==> src/include/aps_defs.svh <==
`ifndef APS_DEFS_SVH
`define APS_DEFS_SVH

`define APS_ADDR_W 5
`define APS_DATA_W 8
`define APS_LEVEL_W 7
`define APS_SIGN_BIT 6
`define APS_RSVD_BIT 7
`define APS_SEG_SIX_ADDR 5'h0d
`define APS_SEG_SEVEN_ADDR 5'h0e
`define APS_SEG_EIGHT_ADDR 5'h0f
`define APS_REG_RESET 8'h00
`define APS_NUM_SEGMENTS 4'h8
`define APS_FIRST_OWN_SEG 3'h5
`define APS_MID_SEG 3'h6
`define APS_LAST_SEG 3'h7

`endif

==> src/include/aps_pkg.sv <==
`include "aps_defs.svh"

package aps_pkg;

    typedef logic [`APS_ADDR_W-1:0] aps_addr_t;
    typedef logic [`APS_DATA_W-1:0] aps_data_t;

    typedef struct packed {
        logic wr_en;
        logic rd_en;
        aps_addr_t addr;
        aps_data_t wdata;
    } aps_req_s;

    typedef struct packed {
        logic [2:0] seg_sel;
        logic arb_mode;
    } aps_seg_s;

    typedef struct packed {
        aps_data_t seg_six_reg;
        aps_data_t seg_seven_reg;
        aps_data_t seg_eight_reg;
        aps_data_t rdata;
        logic rvalid;
        logic hit;
        logic [`APS_LEVEL_W-1:0] level;
        logic level_valid;
    } aps_state_s;

endpackage

==> src/design/aps_segment_regs.sv <==
`timescale 1ns/10ps
`default_nettype none
`include "aps_defs.svh"

module aps_segment_regs (
    input wire logic sys_clk_i,
    input wire logic reset_n_i,
    input wire aps_pkg::aps_req_s req_i,
    input wire aps_pkg::aps_seg_s seg_i,
    output logic [7:0] rdata_o,
    output logic rvalid_o,
    output logic hit_o,
    output logic [6:0] level_o,
    output logic level_valid_o,
    output logic [7:0] seg_six_o,
    output logic [7:0] seg_seven_o,
    output logic [7:0] seg_eight_o
);
    import aps_pkg::*;

    aps_state_s state_ff;
    aps_state_s nxt_state;
    logic sel_six;
    logic sel_seven;
    logic sel_eight;

    always_comb begin
        sel_six = (req_i.addr == `APS_SEG_SIX_ADDR);
        sel_seven = (req_i.addr == `APS_SEG_SEVEN_ADDR);
        sel_eight = (req_i.addr == `APS_SEG_EIGHT_ADDR);
    end

    always_comb begin
        nxt_state = state_ff;
        // Full byte stored, reserved bit included
        if (req_i.wr_en && sel_six) begin
            nxt_state.seg_six_reg = req_i.wdata;
        end
        if (req_i.wr_en && sel_seven) begin
            nxt_state.seg_seven_reg = req_i.wdata;
        end
        if (req_i.wr_en && sel_eight) begin
            nxt_state.seg_eight_reg = req_i.wdata;
        end
        nxt_state.rvalid = req_i.rd_en;
        nxt_state.hit = req_i.rd_en && (sel_six || sel_seven || sel_eight);
        // Read returns stored value; unmapped addresses read zero
        if (!req_i.rd_en) begin
            nxt_state.rdata = state_ff.rdata;
        end else if (sel_six) begin
            nxt_state.rdata = state_ff.seg_six_reg;
        end else if (sel_seven) begin
            nxt_state.rdata = state_ff.seg_seven_reg;
        end else if (sel_eight) begin
            nxt_state.rdata = state_ff.seg_eight_reg;
        end else begin
            nxt_state.rdata = `APS_REG_RESET;
        end
        // Segment level feed toward the pulse generator, sixth to eighth of eight
        nxt_state.level = '0;
        nxt_state.level_valid = 1'b0;
        if (seg_i.arb_mode) begin
            unique case (seg_i.seg_sel)
                `APS_FIRST_OWN_SEG: begin
                    nxt_state.level = state_ff.seg_six_reg[`APS_LEVEL_W-1:0];
                    nxt_state.level_valid = 1'b1;
                end
                `APS_MID_SEG: begin
                    nxt_state.level = state_ff.seg_seven_reg[`APS_LEVEL_W-1:0];
                    nxt_state.level_valid = 1'b1;
                end
                `APS_LAST_SEG: begin
                    nxt_state.level = state_ff.seg_eight_reg[`APS_LEVEL_W-1:0];
                    nxt_state.level_valid = 1'b1;
                end
                default: begin
                    nxt_state.level = '0;
                    nxt_state.level_valid = 1'b0;
                end
            endcase
        end
    end

    always_ff @(posedge sys_clk_i or negedge reset_n_i) begin
        if (!reset_n_i) begin
            state_ff <= '0;
        end else begin
            state_ff <= nxt_state;
        end
    end

    always_comb begin
        rdata_o = state_ff.rdata;
        rvalid_o = state_ff.rvalid;
        hit_o = state_ff.hit;
        level_o = state_ff.level;
        level_valid_o = state_ff.level_valid;
        seg_six_o = state_ff.seg_six_reg;
        seg_seven_o = state_ff.seg_seven_reg;
        seg_eight_o = state_ff.seg_eight_reg;
    end

    property p_write_six;
        @(posedge sys_clk_i) disable iff (!reset_n_i)
        (req_i.wr_en && req_i.addr == `APS_SEG_SIX_ADDR) |=> (seg_six_o == $past(req_i.wdata));
    endproperty
    a_write_six: assert property (p_write_six) else $error("segment six write lost");

    property p_write_seven;
        @(posedge sys_clk_i) disable iff (!reset_n_i)
        (req_i.wr_en && req_i.addr == `APS_SEG_SEVEN_ADDR) |=> (seg_seven_o == $past(req_i.wdata));
    endproperty
    a_write_seven: assert property (p_write_seven) else $error("segment seven write lost");

    property p_write_eight;
        @(posedge sys_clk_i) disable iff (!reset_n_i)
        (req_i.wr_en && req_i.addr == `APS_SEG_EIGHT_ADDR) |=> (seg_eight_o == $past(req_i.wdata));
    endproperty
    a_write_eight: assert property (p_write_eight) else $error("segment eight write lost");

    property p_read_back;
        @(posedge sys_clk_i) disable iff (!reset_n_i)
        (req_i.rd_en && !req_i.wr_en && req_i.addr == `APS_SEG_SEVEN_ADDR)
            |=> (rvalid_o && hit_o && rdata_o == seg_seven_o);
    endproperty
    a_read_back: assert property (p_read_back) else $error("read back mismatch");

    property p_unmapped_zero;
        @(posedge sys_clk_i) disable iff (!reset_n_i)
        (req_i.rd_en && req_i.addr != `APS_SEG_SIX_ADDR && req_i.addr != `APS_SEG_SEVEN_ADDR
            && req_i.addr != `APS_SEG_EIGHT_ADDR) |=> (rdata_o == `APS_REG_RESET && !hit_o);
    endproperty
    a_unmapped_zero: assert property (p_unmapped_zero) else $error("unmapped read not zero");

    property p_mode_gate;
        @(posedge sys_clk_i) disable iff (!reset_n_i)
        !seg_i.arb_mode |=> (!level_valid_o && level_o == 7'h00);
    endproperty
    a_mode_gate: assert property (p_mode_gate) else $error("level out of arbitrary mode");

    property p_level_eight;
        @(posedge sys_clk_i) disable iff (!reset_n_i)
        (seg_i.arb_mode && seg_i.seg_sel == `APS_LAST_SEG && !req_i.wr_en)
            |=> (level_valid_o && level_o == seg_eight_o[6:0]);
    endproperty
    a_level_eight: assert property (p_level_eight) else $error("eighth level wrong");

    property p_level_six;
        @(posedge sys_clk_i) disable iff (!reset_n_i)
        (seg_i.arb_mode && seg_i.seg_sel == `APS_FIRST_OWN_SEG && !req_i.wr_en)
            |=> (level_valid_o && level_o == seg_six_o[6:0] && level_o[6] == seg_six_o[6]);
    endproperty
    a_level_six: assert property (p_level_six) else $error("sixth level wrong");

    // Level feed for the middle slot and for slots owned elsewhere
    property p_level_seven;
        @(posedge sys_clk_i) disable iff (!reset_n_i)
        (seg_i.arb_mode && seg_i.seg_sel == `APS_MID_SEG && !req_i.wr_en)
            |=> (level_valid_o && level_o == seg_seven_o[6:0]);
    endproperty
    a_level_seven: assert property (p_level_seven) else $error("seventh level wrong");

    property p_level_other;
        @(posedge sys_clk_i) disable iff (!reset_n_i)
        (seg_i.arb_mode && seg_i.seg_sel < `APS_FIRST_OWN_SEG)
            |=> (!level_valid_o && level_o == 7'h00);
    endproperty
    a_level_other: assert property (p_level_other) else $error("foreign level");

    // Registers keep their value between writes
    property p_hold_six;
        @(posedge sys_clk_i) disable iff (!reset_n_i)
        !(req_i.wr_en && req_i.addr == `APS_SEG_SIX_ADDR) |=> $stable(seg_six_o);
    endproperty
    a_hold_six: assert property (p_hold_six) else $error("segment six changed");

    property p_hold_seven;
        @(posedge sys_clk_i) disable iff (!reset_n_i)
        !(req_i.wr_en && req_i.addr == `APS_SEG_SEVEN_ADDR) |=> $stable(seg_seven_o);
    endproperty
    a_hold_seven: assert property (p_hold_seven) else $error("segment seven changed");

    property p_hold_eight;
        @(posedge sys_clk_i) disable iff (!reset_n_i)
        !(req_i.wr_en && req_i.addr == `APS_SEG_EIGHT_ADDR) |=> $stable(seg_eight_o);
    endproperty
    a_hold_eight: assert property (p_hold_eight) else $error("segment eight changed");

    // Read data for the other two registers
    property p_read_six;
        @(posedge sys_clk_i) disable iff (!reset_n_i)
        (req_i.rd_en && !req_i.wr_en && req_i.addr == `APS_SEG_SIX_ADDR)
            |=> (rvalid_o && hit_o && rdata_o == seg_six_o);
    endproperty
    a_read_six: assert property (p_read_six) else $error("segment six read wrong");

    property p_read_eight;
        @(posedge sys_clk_i) disable iff (!reset_n_i)
        (req_i.rd_en && !req_i.wr_en && req_i.addr == `APS_SEG_EIGHT_ADDR)
            |=> (rvalid_o && hit_o && rdata_o == seg_eight_o);
    endproperty
    a_read_eight: assert property (p_read_eight) else $error("segment eight read wrong");

    // Every read strobe answers once
    property p_read_strobe;
        @(posedge sys_clk_i) disable iff (!reset_n_i)
        req_i.rd_en |=> rvalid_o;
    endproperty
    a_read_strobe: assert property (p_read_strobe) else $error("read not answered");

    // Read data holds until the next read
    property p_read_idle;
        @(posedge sys_clk_i) disable iff (!reset_n_i)
        !req_i.rd_en |=> (!rvalid_o && !hit_o && $stable(rdata_o));
    endproperty
    a_read_idle: assert property (p_read_idle) else $error("read data moved");

endmodule
`default_nettype wire

==> config.mk <==
export PLATFORM = sky130hd
export DESIGN_NAME = aps_segment_regs
export DESIGN_NICKNAME = d
export VERILOG_FILES = /design/src/include/aps_pkg.sv /design/src/design/aps_segment_regs.sv
export VERILOG_INCLUDE_DIRS = /design/src /design/src/include
export SDC_FILE = /design/constraint.sdc
export NUM_CORES = 1
export LEC_CHECK = 0
export ABC_AREA = 1
export BUFFER_PORTS_ARGS = -buffer_cell sky130_fd_sc_hd__buf_2
export CORE_MARGIN = 5
export CORE_UTILIZATION = 46
export CTS_CLUSTER_DIAMETER = 150
export DETAILED_ROUTE_END_ITERATION = 10
export PLACE_DENSITY = 0.75
export REMOVE_ABC_BUFFERS = 1
export SYNTH_ARGS = -nofsm -noshare
export SYNTH_HDL_FRONTEND = slang
export SYNTH_SLANG_ARGS = --single-unit
==> constraint.sdc <==
create_clock -name sys_clk_i -period 0.9 [get_ports sys_clk_i]
set_clock_uncertainty 0.05 [all_clocks]
set_input_delay 0.045 -clock sys_clk_i [delete_from_list [all_inputs] [get_ports sys_clk_i]]
set_output_delay 0.045 -clock sys_clk_i [all_outputs]
set_load 0.005 [all_outputs]
==> run summary <==
clk slew on worst S/H paths: 0.08 ns
Design Power: 5.09 mW
Worst Hold Depth: 3
# diodes: 0
slowest CP cell: dfrtp_1
DPL Wire Length: 3.93 mm
Tot GR Track Use: 20.0%
Worst Path Buf+Inv: 2
failing checks: negative setup slack
Final Max Tran Viols: 0
CTS tree: yes
pin count of the biggest net entering global routing: 43
DRT antenna net count: 0
fin nets: 382
IO Pins: 63
Pre-antenna DRT Iters: 4
initial core utilization: 48.3%
CP Data Arrival Time: 0.95 ns
Leakage: 1.76 nW
initial antenna violation count: 0
Clock Tree Root: clkbuf_8
internal power: 3.52 mW
Final Cycle Share: 116%
count of final setup violators: 36
Startpoint Class: flip-flop
filler instances: 323
PnR worst setup slack: -0.147 ns
vias: 2135
Vias/cell: 5.17
post-synth cell types: 20
DRC viols: 0
Slew HR: 59.7%
max incr delay on CP: 0.42 ns
Highest Clock Rate: 955 MHz
die area: 0.00610 sq mm
Hold Vio Cnt, Final: 0
commonest non-fill, non-tap cell in the layout: nand2_1
later-pin clock latency in the skew report: 0.29 ns
PwrDens: 1650 mW/mm^2
Setup CP Type: reg -> out
RSZ-0062 raised after global routing: true
status: finished with violations
CP Max Fanout: 3
cell count after synthesis: 249
Net Sw Power: 1.57 mW
R2R Path End: level_o[0]
Synth Cell Area: 0.00213 sq mm
Slew @ Worst Pin: 0.602 ns
Seq pwr share: 47.1%
most frequent cells in the layout: nand2_1 (78), buf_2 (59), dfrtp_1 (42)
port bufs: 62
Max VDD drop: 0.842 mV
synthesis-stage register bit count: 42
synth warn: 0
Hold Crit Class: in -> reg
core area: 0.00441 sq mm
total gr overflow: 0
Worst Min Path Start: req_i[11]
DR WL/cell: 15.2 microns
routability congestion estimate: 0.803
# rows: 24
logic gate share of total power: 30.3%
crit path cell chain: buf_6 > buf_6
Tmin final: 1.05 ns
CP dominant cell by count: buf_6
Num CTS Buffers: 5
global-route wire length before repair: 9.89 mm
register area share after synthesis: 49.3%
maxcap violations: 0
P&R area growth vs syn: 44.6%
H-tree levels: 2
smallest hold slack: 0.0128 ns
switching portion of total power: 30.8%
layout cells sized above 1: 44.3%
clock power share: 22.7%
Crit. End Element: output port
DR iter-0 viols: 126
worst reg2reg path startpoint: seg_six_o[0]
worst reg2reg path depth: 6
crit-path leading delay family: flip-flops
setup slack, reg-to-reg: -0.14 ns
die height: 78.1 microns
Die W: 78.1 microns
CTS Buffer Depth: 2
routed wire length: 6.26 mm
Critical Path RT: 0.81 ns
Hold Path Sink: hit_o
vias in the first global route: 1997
Avg Inst Size Synth: 8.57 sq um
CTS Sinks: 42
[stage by stage]
stage	cells	setup TNS (ns)	utilization, %	instance area [sq um]	worst slack, ns
after CTS	405	-1.60	66.2	2920	-0.140
final	413	-1.88	69.9	3090	-0.147
after floorplan	242	-1.02	-	2070	-0.0637
after global routing	413	-3.44	69.9	3090	-0.177
after global placement	372	-4.45	58.6	2590	-0.147
after detailed placement	372	-5.56	58.6	2590	-0.170
[cells in the mapped netlist]
library cell	count	area, sq um
nand2_1	84	315
nand3_1	40	200
buf_8	1	15.0
a21boi_0	1	7.51
o21ai_0	6	30.0
nor2_4	3	33.8
inv_2	1	3.75
buf_6	4	45.0
nor2_8	2	40.0
a21oi_1	1	5.00
dfrtp_1	42	1050
nand2_2	2	12.5
nand2_8	1	20.0
nand3_4	2	35.0
clkbuf_1	2	7.51
nand2_4	1	11.3
inv_1	34	128
nor2_1	3	11.3
o21ai_2	18	158
clkinv_1	1	3.75
[state kept, by name, indices dropped and copies added (netlist names)]
register       cells
hit_o              1
seg_eight_o        8
seg_six_o          8
rdata_o            8
level_valid_o      1
level_o            7
rvalid_o           1
seg_seven_o        8
[layout make-up]
| cell class | count | area, sq um | share of cell area [%] |
|---|---|---|---|
| multi-input combinational | 164 | 950 | 30.8 |
| sequential | 42 | 1050 | 34.1 |
| timing repair buffer | 112 | 806 | 26.1 |
| clock buffer | 7 | 76.3 | 2.47 |
| inverter | 36 | 138 | 4.46 |
| tap | 52 | 65.1 | 2.11 |
[power by group through the flow]
stage / clock network (mW) / logic, mW / registers (mW)
detailed placement: 0 / 1.05 / 2.41
finish: 1.15 / 1.54 / 2.39
floorplan: 0 / 0.425 / 2.38
CTS: 1.17 / 1.32 / 2.36
global placement: 0 / 1.01 / 2.41
global route: 1.25 / 1.67 / 2.42
[per-layer routing]
metal	wire length [microns]	vias to the layer above	share of wire, %	track usage, %
met3	458	13	7.3	4.81
li1	-	1011	-	-
met1	2460	1014	39	26.0
met5	0	-	0	0
met2	3230	97	52	32.0
met4	116	0	1.9	8.28
[worst min-delay path, delay by kind of cell]
| family | cells | cell delay [ns] |
|---|---|---|
| AOI/OAI and AO/OA | 1 | 0.06 |
| and+or+nand+nor | 1 | 0.08 |
| buffers and inverters | 1 | 0.12 |
[timing repair]
item                                    4_1_cts  5_1_grt
hold buffers                                 11        0
gates resized for setup                       9       35
pin swaps                                     8       13
hold endpoints to repair                     63        0
endpoints found under the setup margin       37       53
setup buffers                                15        8
[how the worst max path moves through the flow]
stage	from	to	slack, ns	cells after the start
floorplan	req_i[9]	seg_eight_o[0]	-0.06	5
global placement	req_i[12]	rdata_o[0]	-0.15	8
detailed placement	req_i[9]	rdata_o[0]	-0.17	8
CTS	seg_six_o[0]	seg_six_o[0]	-0.14	2
global route	seg_six_o[0]	level_o[0]	-0.18	6
finish	seg_six_o[0]	seg_six_o[0]	-0.15	2
[cell families after synthesis]
logic type             share of synthesized area [%]
AOI/OAI and AO/OA                               9.38
buffers and inverters                           9.50
DFF                                             49.3
and+or+nand+nor                                 31.8
No activity file was read; power rests on OpenSTA's default activity.
